--- src/rtl/ssfi_consts.svh ---
// Operation
// - Host drives select, clock, input; device drives output.
// - Input bits captured on serial clock rising edge.
// - Output changes on serial clock falling edge.
// - Select falling edge starts a new command.
// - Works in clock idle low and high modes.
// - Output shows ready/busy during auto increment programming.
// - Write protect enables lock bit lockdown effect.
// - Pause suspends transfer, keeps command state.
// - Erase addresses decode sector and two blocks.
// - Pause changes take effect only at clock low.
// - Paused: output released, clock and input ignored.
// - Select rise while paused resets interface logic.
// - Status write refused if protect low and lock set.
`ifndef SSFI_CONSTS_SVH
`define SSFI_CONSTS_SVH
`define SSFI_CMD_READ      8'h03
`define SSFI_CMD_SER4K     8'h20
`define SSFI_CMD_BER32K    8'h52
`define SSFI_CMD_BER64K    8'hd8
`define SSFI_CMD_BPROG     8'h02
`define SSFI_CMD_AIP       8'had
`define SSFI_CMD_RDSR      8'h05
`define SSFI_CMD_WREN      8'h06
`define SSFI_CMD_WRDI      8'h04
`define SSFI_CMD_SWC       8'h01
`define SSFI_CMD_EBSY      8'h70
`define SSFI_CMD_DBSY      8'h80
`define SSFI_LOCK_BIT      7
`define SSFI_WEL_BIT       1
`define SSFI_AIP_BIT       6
`define SSFI_BUSY_BIT      0
`define SSFI_STATUS_RST    8'h1c
`define SSFI_STATUS_WMASK  8'hbc
`define SSFI_MASK_4K       24'hfff000
`define SSFI_MASK_32K      24'hff8000
`define SSFI_MASK_64K      24'hff0000
`define SSFI_FIFO_DEPTH    4
`endif

--- src/rtl/ssfi_pkg.sv ---
package ssfi_pkg;
  typedef enum logic [2:0] {
    SSFI_IDLE = 3'b000,
    SSFI_CMD  = 3'b001,
    SSFI_ADDR = 3'b010,
    SSFI_DATA = 3'b011,
    SSFI_OUT  = 3'b100,
    SSFI_DONE = 3'b101
  } ssfi_state_t;
  typedef enum logic [1:0] {
    SSFI_ER_4K  = 2'b00,
    SSFI_ER_32K = 2'b01,
    SSFI_ER_64K = 2'b10
  } ssfi_erase_t;
  typedef struct packed {
    logic [7:0]  opcode;
    logic [23:0] addr;
    logic [7:0]  data;
  } ssfi_req_t;
endpackage : ssfi_pkg

--- src/rtl/ssfi_fifo.sv ---
`timescale 1ns/100ps
module ssfi_fifo #(
  parameter int WIDTH = 40,
  parameter int DEPTH = 4
) (
  input  wire logic             ref_clk,
  input  wire logic             rst_n,
  input  wire logic             clk_en,
  input  wire logic             in_valid,
  output logic                  in_ready,
  input  wire logic [WIDTH-1:0] in_data,
  output logic                  out_valid,
  input  wire logic             out_ready,
  output logic      [WIDTH-1:0] out_data
);
  localparam int AW = $clog2(DEPTH);
  logic [WIDTH-1:0] mem_reg [DEPTH];
  logic [AW-1:0]    wr_reg;
  logic [AW-1:0]    rd_reg;
  logic [AW:0]      cnt_reg;
  wire              push = in_valid && in_ready;
  wire              pop  = out_valid && out_ready;
  assign in_ready  = cnt_reg < (AW+1)'(DEPTH);
  assign out_valid = cnt_reg != '0;
  assign out_data  = mem_reg[rd_reg];
  always_ff @(posedge ref_clk) begin
    if (!rst_n) begin
      wr_reg  <= '0;
      rd_reg  <= '0;
      cnt_reg <= '0;
    end else if (clk_en) begin
      if (push) begin
        mem_reg[wr_reg] <= in_data;
        wr_reg          <= (wr_reg == AW'(DEPTH - 1)) ? '0 : wr_reg + 1'b1;
      end
      if (pop) begin
        rd_reg <= (rd_reg == AW'(DEPTH - 1)) ? '0 : rd_reg + 1'b1;
      end
      cnt_reg <= cnt_reg + (AW+1)'(push) - (AW+1)'(pop);
    end
  end
endmodule : ssfi_fifo

--- src/rtl/ssfi_device.sv ---
`timescale 1ns/100ps
`include "ssfi_consts.svh"
module ssfi_device
  import ssfi_pkg::*;
(
  input  wire logic        ref_clk,
  input  wire logic        rst_n,
  input  wire logic        clk_en,
  input  wire logic        sel_n,
  input  wire logic        sclk,
  input  wire logic        sin,
  output logic             sout_o,
  output logic             sout_oe,
  input  wire logic        pause_n,
  input  wire logic        wprot_n,
  output ssfi_req_t        req_data,
  output logic             req_valid,
  input  wire logic        req_ready,
  output logic             req_overflow,
  input  wire logic [7:0]  rd_data,
  input  wire logic        write_busy,
  output logic [7:0]       status,
  output logic             paused,
  output logic             erase_valid,
  output ssfi_erase_t      erase_kind,
  output logic [23:0]      erase_base
);
  ////////////////////////////////////////////////////////////////////////////
  // Pin synchronisers; the first stage feeds only the second.
  logic [2:0] s1_reg;
  logic [2:0] s2_reg;
  logic       sclk_d_reg;
  logic       sel_d_reg;
  always_ff @(posedge ref_clk) begin
    if (!rst_n) begin
      s1_reg     <= 3'h7;
      s2_reg     <= 3'h7;
      sclk_d_reg <= 1'b0;
      sel_d_reg  <= 1'b1;
    end else if (clk_en) begin
      s1_reg     <= {sel_n, sclk, pause_n};
      s2_reg     <= s1_reg;
      sclk_d_reg <= s2_reg[1];
      sel_d_reg  <= s2_reg[2];
    end
  end
  logic sin_s1_reg;
  logic sin_s2_reg;
  logic wp_s1_reg;
  logic wp_s2_reg;
  always_ff @(posedge ref_clk) begin
    if (!rst_n) begin
      sin_s1_reg <= 1'b0;
      sin_s2_reg <= 1'b0;
      wp_s1_reg  <= 1'b1;
      wp_s2_reg  <= 1'b1;
    end else if (clk_en) begin
      sin_s1_reg <= sin;
      sin_s2_reg <= sin_s1_reg;
      wp_s1_reg  <= wprot_n;
      wp_s2_reg  <= wp_s1_reg;
    end
  end
  wire sel_s   = s2_reg[2];
  wire sclk_s  = s2_reg[1];
  wire pause_s = s2_reg[0];
  // Edges are judged only from synchronised levels, so either idle level works.
  wire rise    = sclk_s && !sclk_d_reg;
  wire fall    = !sclk_s && sclk_d_reg;
  wire sel_on  = !sel_s && sel_d_reg;
  wire sel_off = sel_s && !sel_d_reg;
  ////////////////////////////////////////////////////////////////////////////
  // Pause follows its pin only while the serial clock is low.
  logic pause_reg;
  always_ff @(posedge ref_clk) begin
    if (!rst_n) begin
      pause_reg <= 1'b0;
    end else if (clk_en && !sclk_s) begin
      pause_reg <= !pause_s;
    end
  end
  assign paused = pause_reg;
  // Clock and input are seen only while selected and not paused.
  wire live    = !sel_s && !pause_reg;
  wire do_rise = live && rise;
  wire do_fall = live && fall;
  ////////////////////////////////////////////////////////////////////////////
  ssfi_state_t state_reg;
  ssfi_state_t state_next;
  logic [7:0]  op_reg;
  logic [23:0] addr_reg;
  logic [7:0]  shin_reg;
  logic [7:0]  shout_reg;
  logic [4:0]  bit_reg;
  logic [7:0]  stat_reg;
  logic        aip_reg;
  logic        sout_reg;
  wire  [7:0]  shin_next = {shin_reg[6:0], sin_s2_reg};
  wire         byte_end  = do_rise && (bit_reg[2:0] == 3'h7);
  wire         addr_end  = do_rise && (bit_reg == 5'h17);
  wire         lock_hit  = !wp_s2_reg && stat_reg[`SSFI_LOCK_BIT];
  wire         op_is_read = (op_reg == `SSFI_CMD_READ) || (op_reg == `SSFI_CMD_RDSR);
  wire         is_erase   = (op_reg == `SSFI_CMD_SER4K) || (op_reg == `SSFI_CMD_BER32K)
                         || (op_reg == `SSFI_CMD_BER64K);
  wire         fifo_ready;
  ////////////////////////////////////////////////////////////////////////////
  always_comb begin
    state_next = state_reg;
    unique case (state_reg)
      SSFI_IDLE: state_next = state_reg;
      SSFI_CMD: begin
        if (byte_end) begin
          if (shin_next == `SSFI_CMD_RDSR) begin
            state_next = SSFI_OUT;
          end else if (shin_next == `SSFI_CMD_SWC) begin
            state_next = SSFI_DATA;
          end else begin
            state_next = SSFI_ADDR;
          end
        end
      end
      SSFI_ADDR: begin
        if (addr_end) begin
          state_next = op_is_read ? SSFI_OUT : (is_erase ? SSFI_DONE : SSFI_DATA);
        end
      end
      SSFI_DATA: state_next = byte_end ? SSFI_DONE : state_reg;
      SSFI_OUT:  state_next = state_reg;
      SSFI_DONE: state_next = state_reg;
      default:   state_next = SSFI_IDLE;
    endcase
  end
  ////////////////////////////////////////////////////////////////////////////
  // A rising select always clears the interface, paused or not.
  wire drop = sel_off;
  always_ff @(posedge ref_clk) begin
    if (!rst_n) begin
      state_reg <= SSFI_IDLE;
      bit_reg   <= 5'h00;
      shin_reg  <= 8'h00;
      op_reg    <= 8'h00;
      addr_reg  <= 24'h000000;
    end else if (clk_en) begin
      if (drop) begin
        state_reg <= SSFI_IDLE;
        bit_reg   <= 5'h00;
      end else if (sel_on) begin
        state_reg <= SSFI_CMD;
        bit_reg   <= 5'h00;
      end else if (do_rise) begin
        shin_reg  <= shin_next;
        state_reg <= state_next;
        if (state_reg == SSFI_CMD && byte_end) begin
          op_reg  <= shin_next;
          bit_reg <= 5'h00;
          if (shin_next != `SSFI_CMD_AIP) begin
            state_reg <= state_next;
          end else if (aip_reg) begin
            state_reg <= SSFI_DATA;
          end
        end else if (state_reg == SSFI_ADDR) begin
          addr_reg <= {addr_reg[22:0], sin_s2_reg};
          bit_reg  <= addr_end ? 5'h00 : bit_reg + 5'h01;
        end else begin
          bit_reg <= bit_reg + 5'h01;
        end
      end
    end
  end
  ////////////////////////////////////////////////////////////////////////////
  // Command outcome decoding; requests leave through the FIFO.
  wire cmd_done  = do_rise && (state_reg == SSFI_CMD) && byte_end;
  wire data_done = do_rise && (state_reg == SSFI_DATA) && byte_end;
  wire er_done   = do_rise && (state_reg == SSFI_ADDR) && addr_end && is_erase;
  wire swc_ok    = data_done && op_reg == `SSFI_CMD_SWC && stat_reg[`SSFI_WEL_BIT] && !lock_hit;
  wire prog_push = data_done && op_reg != `SSFI_CMD_SWC && stat_reg[`SSFI_WEL_BIT];
  ssfi_req_t fifo_in;
  assign fifo_in = '{opcode: op_reg, addr: addr_reg, data: shin_next};
  ssfi_fifo #(
    .WIDTH($bits(ssfi_req_t)),
    .DEPTH(`SSFI_FIFO_DEPTH)
  ) u_fifo (
    .ref_clk  (ref_clk),
    .rst_n    (rst_n),
    .clk_en   (clk_en),
    .in_valid (prog_push),
    .in_ready (fifo_ready),
    .in_data  (fifo_in),
    .out_valid(req_valid),
    .out_ready(req_ready),
    .out_data (req_data)
  );
  // A full FIFO drops the byte; the flag lets the core see the loss.
  always_ff @(posedge ref_clk) begin
    if (!rst_n) begin
      req_overflow <= 1'b0;
    end else if (clk_en) begin
      req_overflow <= prog_push && !fifo_ready;
    end
  end
  ////////////////////////////////////////////////////////////////////////////
  always_ff @(posedge ref_clk) begin
    if (!rst_n) begin
      stat_reg <= `SSFI_STATUS_RST;
      aip_reg  <= 1'b0;
    end else if (clk_en) begin
      if (cmd_done && shin_next == `SSFI_CMD_WREN) begin
        stat_reg[`SSFI_WEL_BIT] <= 1'b1;
      end else if (cmd_done && shin_next == `SSFI_CMD_WRDI) begin
        stat_reg[`SSFI_WEL_BIT] <= 1'b0;
        aip_reg                 <= 1'b0;
      end else if (data_done && op_reg == `SSFI_CMD_SWC) begin
        if (swc_ok) begin
          stat_reg <= (shin_next & `SSFI_STATUS_WMASK) | (stat_reg & ~`SSFI_STATUS_WMASK);
        end
        stat_reg[`SSFI_WEL_BIT] <= 1'b0;
      end else if (prog_push) begin
        aip_reg <= op_reg == `SSFI_CMD_AIP;
        if (op_reg != `SSFI_CMD_AIP) begin
          stat_reg[`SSFI_WEL_BIT] <= 1'b0;
        end
      end else if (er_done) begin
        stat_reg[`SSFI_WEL_BIT] <= 1'b0;
      end
    end
  end
  assign status = {stat_reg[7], aip_reg, stat_reg[5:1], write_busy};
  ////////////////////////////////////////////////////////////////////////////
  // Erase base is the address with its in-block offset cleared.
  always_ff @(posedge ref_clk) begin
    if (!rst_n) begin
      erase_valid <= 1'b0;
      erase_kind  <= SSFI_ER_4K;
      erase_base  <= 24'h000000;
    end else if (clk_en) begin
      erase_valid <= er_done && stat_reg[`SSFI_WEL_BIT];
      if (er_done) begin
        if (op_reg == `SSFI_CMD_SER4K) begin
          erase_kind <= SSFI_ER_4K;
          erase_base <= {addr_reg[22:0], sin_s2_reg} & `SSFI_MASK_4K;
        end else if (op_reg == `SSFI_CMD_BER32K) begin
          erase_kind <= SSFI_ER_32K;
          erase_base <= {addr_reg[22:0], sin_s2_reg} & `SSFI_MASK_32K;
        end else begin
          erase_kind <= SSFI_ER_64K;
          erase_base <= {addr_reg[22:0], sin_s2_reg} & `SSFI_MASK_64K;
        end
      end
    end
  end
  ////////////////////////////////////////////////////////////////////////////
  // Output shifter loads on entry and shifts on each falling edge.
  // Entry straight from the opcode is a status read; op_reg still holds the old opcode there.
  wire [7:0] out_byte = ((state_reg == SSFI_ADDR)
                      || (state_reg == SSFI_OUT && op_reg == `SSFI_CMD_READ)) ? rd_data : status;
  always_ff @(posedge ref_clk) begin
    if (!rst_n) begin
      shout_reg <= 8'h00;
      sout_reg  <= 1'b0;
    end else if (clk_en) begin
      if (do_rise && state_next == SSFI_OUT && state_reg != SSFI_OUT) begin
        shout_reg <= out_byte;
      end else if (do_rise && state_reg == SSFI_OUT && bit_reg[2:0] == 3'h7) begin
        shout_reg <= out_byte;
      end else if (do_fall && state_reg == SSFI_OUT) begin
        sout_reg  <= shout_reg[7];
        shout_reg <= {shout_reg[6:0], 1'b0};
      end
    end
  end
  // In auto increment mode, with select low and idle, the pin shows ready.
  wire show_rb = aip_reg && state_reg == SSFI_CMD && bit_reg == 5'h00;
  assign sout_o  = show_rb ? !write_busy : sout_reg;
  assign sout_oe = live && (state_reg == SSFI_OUT || show_rb);
endmodule : ssfi_device

--- config.mk ---
export PLATFORM = sky130hd
export DESIGN_NAME = ssfi_device
export DESIGN_NICKNAME = d
export VERILOG_FILES = /design/src/rtl/ssfi_pkg.sv /design/src/rtl/ssfi_fifo.sv /design/src/rtl/ssfi_device.sv
export VERILOG_INCLUDE_DIRS = /design/src /design/src/rtl
export SDC_FILE = /design/constraint.sdc
export NUM_CORES = 1
export LEC_CHECK = 0
export BUFFER_PORTS_ARGS = -buffer_cell sky130_fd_sc_hd__buf_2
export CAP_MARGIN = 20
export CORE_MARGIN = 1
export CORE_UTILIZATION = 30
export DETAILED_ROUTE_END_ITERATION = 8
export GPL_ROUTABILITY_DRIVEN = 0
export MAX_ROUTING_LAYER = met4
export PLACE_DENSITY = 0.57
export SLEW_MARGIN = 5
export SYNTH_ARGS = -nofsm -noshare
export SYNTH_HDL_FRONTEND = slang
export SYNTH_SLANG_ARGS = --single-unit
--- constraint.sdc ---
create_clock -name ref_clk -period 3.5 [get_ports ref_clk]
set_input_delay 0.35 -clock ref_clk [delete_from_list [all_inputs] [get_ports ref_clk]]
set_output_delay 0.35 -clock ref_clk [all_outputs]
set_load 0.005 [all_outputs]
# Yosys cells after proc, flatten, opt, wreduce, memory -nomap -nowiden

Memories as Yosys holds them, arrays and structs flattened. A register that Yosys moved wholly into a read port is not among the register bits.
Cells that the tools add are included.

Memories: 1
Bits of input ports: 18
Register bits after elaboration: 113
Logic and storage cells: 188
Output and inout port bits: 80
RAM bits: 160

Memory list:

| memory         | words | width | read ports | clocked after memory_dff | write ports | line            | RTL |
|---|---|---|---|---|---|---|---|
| u_fifo.mem_reg | 4     | 40    | 1          | 1                        | 1           | ssfi_fifo.sv:17 | `logic [WIDTH-1:0] mem_reg [DEPTH];` |

$lt $le $gt $ge: 1
$add $sub $neg: 5
Eq/ne operators: 27
Muxes and demuxes: 46
Bitwise operators: 8
Reduce and logical (&&, ||, !) cells: 74

Operators with widths:

| cell                                                            | count |
|---|---|
| 1-bit logical AND                                               | 39 |
| 3-bit two-way mux                                               | 12 |
| 8-bit by 3-bit == test with 1-bit output, second input constant | 4 |
| 16-bit two-way mux                                              | 2 |
| 8-bit two-way mux                                               | 4 |
| 5-bit two-way mux                                               | 6 |
| 8-bit by 1-bit == test with 1-bit output, second input constant | 2 |
| 8-bit == test, second input constant                            | 2 |
| 8-bit != test, second input constant                            | 2 |
| 1-bit two-way mux                                               | 15 |
| 3-bit == test, second input constant                            | 4 |
| 2-bit two-way mux                                               | 6 |
| 3-bit one-hot mux with 4 select lines                           | 1 |
| 4-bit AND reduction                                             | 3 |
| 1-bit logical NOT                                               | 10 |
| 2-bit AND reduction                                             | 5 |
| 5-bit AND reduction                                             | 2 |
| 3-bit nonzero test                                              | 3 |
| 8-bit by 2-bit == test with 1-bit output, second input constant | 1 |
| 8-bit by 6-bit == test with 1-bit output, second input constant | 1 |
| 8-bit by 7-bit == test with 1-bit output, second input constant | 1 |
| 8-bit by 1-bit != test with 1-bit output, second input constant | 1 |
| 8-bit by 7-bit OR with 8-bit output                             | 1 |
| 1-bit NOT                                                       | 7 |
| other kinds (20)                                                | 27 |

# Depth between registers and ports, before layout

Word-level depth: 13
Mapped depth: 12
Depth with buffers taken out: 12

# By module

From an unflattened synthesis, not the netlist that was laid out.

Cell total of the unflattened synthesis: 761
Area total of the unflattened synthesis: 10689.0 um2

By module, submodules not included:

| module      | seq. area each (um2) | cells an instance | area an instance (um2) | instances |
|---|---|---|---|---|
| ssfi_fifo   | 4984.8               | 263               | 6326.1                 | 1 |
| ssfi_device | 1841.8               | 498               | 4362.9                 | 1 |

# Worst setup path after synthesis

No wires, ideal clock.

Kind: register to register
From: register pause_reg, in the netlist paused
To: memory u_fifo.mem_reg[0][0], enable pin
Library setup time: 438 ps
Cell stages (with the launch flop): 8
Clock period less this slack: 3830 ps
Data arrival time: 3393 ps
Path slack: -330 ps
Path buffers: 1
Data required time: 3062 ps
Path through: dfxtp_1 -> nor4b_2 -> buf_4 -> nand3_1 -> or3_1 -> nor2_1 -> nand3_1 -> nor2_1

Longest elaborated chain between the ends: 12
Elaborated cells on any way between the ends: 13
Classes of those cells: mux: 4; reduce/logical: 9

Ends and longest elaborated chain:

| element                                     | line                                  | RTL |
|---|---|---|
| start, declared                             | ssfi_device.sv:74                     | `logic pause_reg;` |
| start signal, assigned                      | ssfi_device.sv:79                     | `pause_reg <= !pause_s;` |
| 1-bit logical NOT (*)                       | ssfi_device.sv:84                     | `wire live = !sel_s && !pause_reg;` |
| 1-bit logical AND (*)                       | ssfi_device.sv:84                     |  |
| 1-bit logical AND (*)                       | ssfi_device.sv:85                     | `wire do_rise = live && rise;` |
| 1-bit logical AND (on tied branches)        | ssfi_device.sv:173, ssfi_device.sv:99 |  |
| 1-bit logical AND (*)                       | ssfi_device.sv:173                    | `wire data_done = do_rise && (state_reg == SSFI_DATA) && byte_end;` |
| 1-bit logical AND (no line) (*)             | --                                    |  |
| 1-bit logical AND (*)                       | ssfi_device.sv:176                    | `` wire prog_push = data_done && op_reg != `SSFI_CMD_SWC && stat_reg[`SSFI_WEL_BIT]; `` |
| 1-bit logical AND (*)                       | ssfi_fifo.sv:21                       | `wire push = in_valid && in_ready;` |
| 1-bit two-way mux (*)                       | ssfi_fifo.sv:32                       | `if (push) begin` |
| 1-bit two-way mux (*)                       | ssfi_fifo.sv:31                       | `end else if (clk_en) begin` |
| 1-bit two-way mux (*)                       | ssfi_fifo.sv:27                       | `if (!rst_n) begin` |
| 1-bit two-way mux (implied by the code) (*) | ssfi_fifo.sv:33                       | `mem_reg[wr_reg] <= in_data;` |
| end, declared                               | ssfi_fifo.sv:17                       |  |

Every way passes the cells marked *; elsewhere a longest branch is shown, timed or not.

# Final worst setup path

From: register bit_reg[0]
To: memory u_fifo.mem_reg[1][2], enable pin

Longest elaborated chain between the ends: 10

Ends and longest elaborated chain:

| element                                 | line               | RTL |
|---|---|---|
| start, declared                         | ssfi_device.sv:94  | `logic [4:0] bit_reg;` |
| start signal, assigned                  | ssfi_device.sv:163 | `bit_reg <= addr_end ? 5'h00 : bit_reg + 5'h01;` |
| start signal, assigned                  | ssfi_device.sv:165 | `bit_reg <= bit_reg + 5'h01;` |
| 3-bit == test                           | ssfi_device.sv:99  | `wire byte_end = do_rise && (bit_reg[2:0] == 3'h7);` |
| 1-bit logical AND                       | ssfi_device.sv:99  |  |
| 1-bit logical AND                       | ssfi_device.sv:173 |  |
| 1-bit logical AND (no line)             | --                 |  |
| 1-bit logical AND                       | ssfi_device.sv:176 |  |
| 1-bit logical AND                       | ssfi_fifo.sv:21    |  |
| 1-bit two-way mux                       | ssfi_fifo.sv:32    |  |
| 1-bit two-way mux                       | ssfi_fifo.sv:31    |  |
| 1-bit two-way mux                       | ssfi_fifo.sv:27    |  |
| 1-bit two-way mux (implied by the code) | ssfi_fifo.sv:33    |  |

No other way between the ends.

==> summary.txt <==
Detailed routing
  • DRC: 0
  • DR pass1 iterations: 5
  • Vias per cell: 4.64
  • Drt wl/cell: 16.9 um
  • Vias: 6167
  • Drt first-iter violations: 448
  • Post-detailed-route count of antenna-violating nets: 0
  • WL final: 22500 um

Clock network
  • H-tree Lvls: 1
  • Clk sink count: 261
  • Worst-Skew Late Latency: 550 ps
  • # hold bufs at CTS: 0
  • Clock Tree Root: clkbuf_16
  • Clock-pin slew on the worst setup and hold paths: 60 ps
  • Clock Tree Buf Depth: 3
  • Post-cts resize count: 0
  • CTS tree: built
  • Setup repair bufs after CTS: 0
  • Total CTS buffers: 27

STA
  • Fin crit period: 2920 ps
  • Clock Skew: 22.2 ps
  • Max-slew headroom: 0.442
  • Fmax achieved: 0.342 GHz
  • Slew @ Worst Pin: 830 ps
  • Setup TNS: 0 ps
  • RSZ-0062 raised after global routing: false
  • Final hold violation count: 0
  • Final period util: 0.836
  • Final setup vio count: 0
  • Slew Limit Fails: 0

Worst setup path
  • CP Capture Type: register
  • Crit path kind: reg2reg
  • CP Launch Point: bit_reg[0]
  • CP Cell Sequence: ha_1 > ha_1 > nand3_1 > or3_1 > nor2_1 > nand3_1 > nor2_4 > buf_12
  • Worst Path Max Fanout: 40
  • Reg-to-reg startpoint: bit_reg[0]
  • CP Data Arrival Time: 3140 ps
  • Worst reg-to-reg setup slack: 580 ps
  • Critical path data required time: 3710 ps
  • Slowest cell on crit path: or3_1
  • CP Launch Type: register
  • CP peak stage delay: 440 ps

Pwr
  • Leakage: 4.68 nW
  • Max VDD drop: 0.304 mV
  • PwrDens: 512 nW/um2

Synth
  • Post-Syn Area: 10500 um2
  • Top_reg_cell synth: edfxtp_1
  • Syn. warnings: 0
  • Post-synth EDFFs: 160
  • Cells after Synth: 766
  • Sequential-to-total area share from yosys stat: 0.652
  • Number of synthesized register bits: 261
  • Average size of a mapped cell: 13.7 um2
  • Asr flop ratio synth: 0
  • Netlist cell types: 67

Floorplanning
  • I/O pin total: 98
  • Die footprint: 35700 um2
  • CORE AREA: 34500 um2
  • Die height: 189 um
  • Die extent in x: 189 um
  • Row count: 68
  • Initial core utilization: 0.304

Global route
  • Largest net degree at the start of global routing: 47
  • First-pass GRT wire length: 35400 um
  • Global route overflow: 0
  • Antenna violations before repair: 0
  • Vias in the first global route: 6209
  • Global Route Usage Sum: 0.130

Final layout
  • Number of fillers in the final layout: 3354
  • Fin area: 12300 um2
  • Max reg flops: 160
  • Most frequent cells in the layout: edfxtp_1, nand2_1, dfxtp_1
  • Area grow syn2layout: 17.3%
  • # nets final: 884
  • Most common cell after layout, fill and taps aside: edfxtp_1
  • Ant diodes: 0
  • Layout cells sized above 1: 0.241

Status
  • Outcome: completed

Worst hold path
  • Min-delay src: pause_n
  • Min-delay worst type: in2reg

Place
  • DP Wirelength: 14400 um
  • Placed Area: 11400 um2
  • Port Buffer Count: 85

Flow run
  • Max Cap Viol: 0
[worst max-delay path: cells and delay by family (launching register included)]
kind / cells / cell delay (ps)
AND/OR/NAND/NOR: 5 / 1420
adder cells (fa/ha/maj): 2 / 490
flip-flops: 1 / 390
buffers and inverters: 1 / 270
[through the flow]
step	utilization	power [mW]	hold WS, ps	instances	setup slack, ps
global route	0.357	6.51	32.6	1329	345
CTS	0.357	6.37	12.8	1329	570
detailed placement	0.331	3.56	443	1279	579
global placement	0.331	3.56	441	1279	628
floorplan	-	3.50	412	777	-330
finish	0.357	6.29	32.2	1329	575
[worst paths after layout]
kind / end / cells after the start
setup / recovery: u_fifo.mem_reg[1][2] / 8
hold / removal: s1_reg[0] / 3
setup reg to reg: u_fifo.mem_reg[1][2] / 8
hold reg to reg: paused / 1
[synth_stat cells, types with 4 or more instances]
| cell type | count | area (um2) |
|---|---|---|
| buf_2 | 4 | 20.0 |
| nor4_1 | 4 | 25.0 |
| a32o_1 | 6 | 60.1 |
| buf_4 | 16 | 120 |
| inv_1 | 18 | 67.6 |
| o211ai_1 | 4 | 30.0 |
| o21ai_1 | 6 | 30.0 |
| clkbuf_1 | 22 | 82.6 |
| nor2_1 | 60 | 225 |
| a21oi_1 | 53 | 265 |
| nand2_1 | 105 | 394 |
| nor3_1 | 6 | 30.0 |
| mux4_2 | 40 | 901 |
| mux2i_1 | 39 | 390 |
| ha_1 | 12 | 150 |
| or2_2 | 6 | 37.5 |
| or3_1 | 6 | 37.5 |
| buf_1 | 6 | 22.5 |
| dfxtp_1 | 101 | 2020 |
| nand3_1 | 11 | 55.1 |
| edfxtp_1 | 160 | 4800 |
| nand4_1 | 11 | 68.8 |
| xor2_1 | 4 | 35.0 |
[metal layers]
metal  GRT usage  vias up  part of all wire  wire length [um]
met5           -        -                 0                 0
met4      0.0338        0             0.020               441
met3      0.0210       31             0.048              1080
met2       0.207      159              0.47             10600
met1       0.173     3002              0.46             10300
li1            -     2975                 -                 -
[kinds of logic (layout without fill, tap and decap cells)]
| kind of cell | count (synthesis) | in the layout | share of synthesized area |
|---|---|---|---|
| buffers and inverters | 73 | 170 | 0.0347 |
| xor gates and xnor gates | 6 | 6 | 0.00502 |
| muxes | 79 | 79 | 0.123 |
| and+or+nand+nor | 240 | 240 | 0.111 |
| adders and majority gates | 13 | 13 | 0.0163 |
| DFF | 261 | 261 | 0.652 |
| other | 1 | 12 | 0.000358 |
| AOI/OAI and AO/OA | 93 | 93 | 0.0572 |
[power breakdown]
group / internal [mW] / total [mW] / switching, mW
combinational: 0.0994 / 0.215 / 0.116
sequential: 3.24 / 3.28 / 0.0310
clock: 1.64 / 2.80 / 1.16
total: 4.98 / 6.29 / 1.31
[layout make-up]
type	count	area (um2)	share of cell area
flip-flops and latches	261	6830	0.556
multi-input cells	443	3350	0.273
clock buffers	36	739	0.0602
repair buffers	99	581	0.0473
well taps	455	569	0.0463
clock inverters	14	135	0.0110
inverters	21	78.8	0.00642
Power figures use the tool's default switching activity.
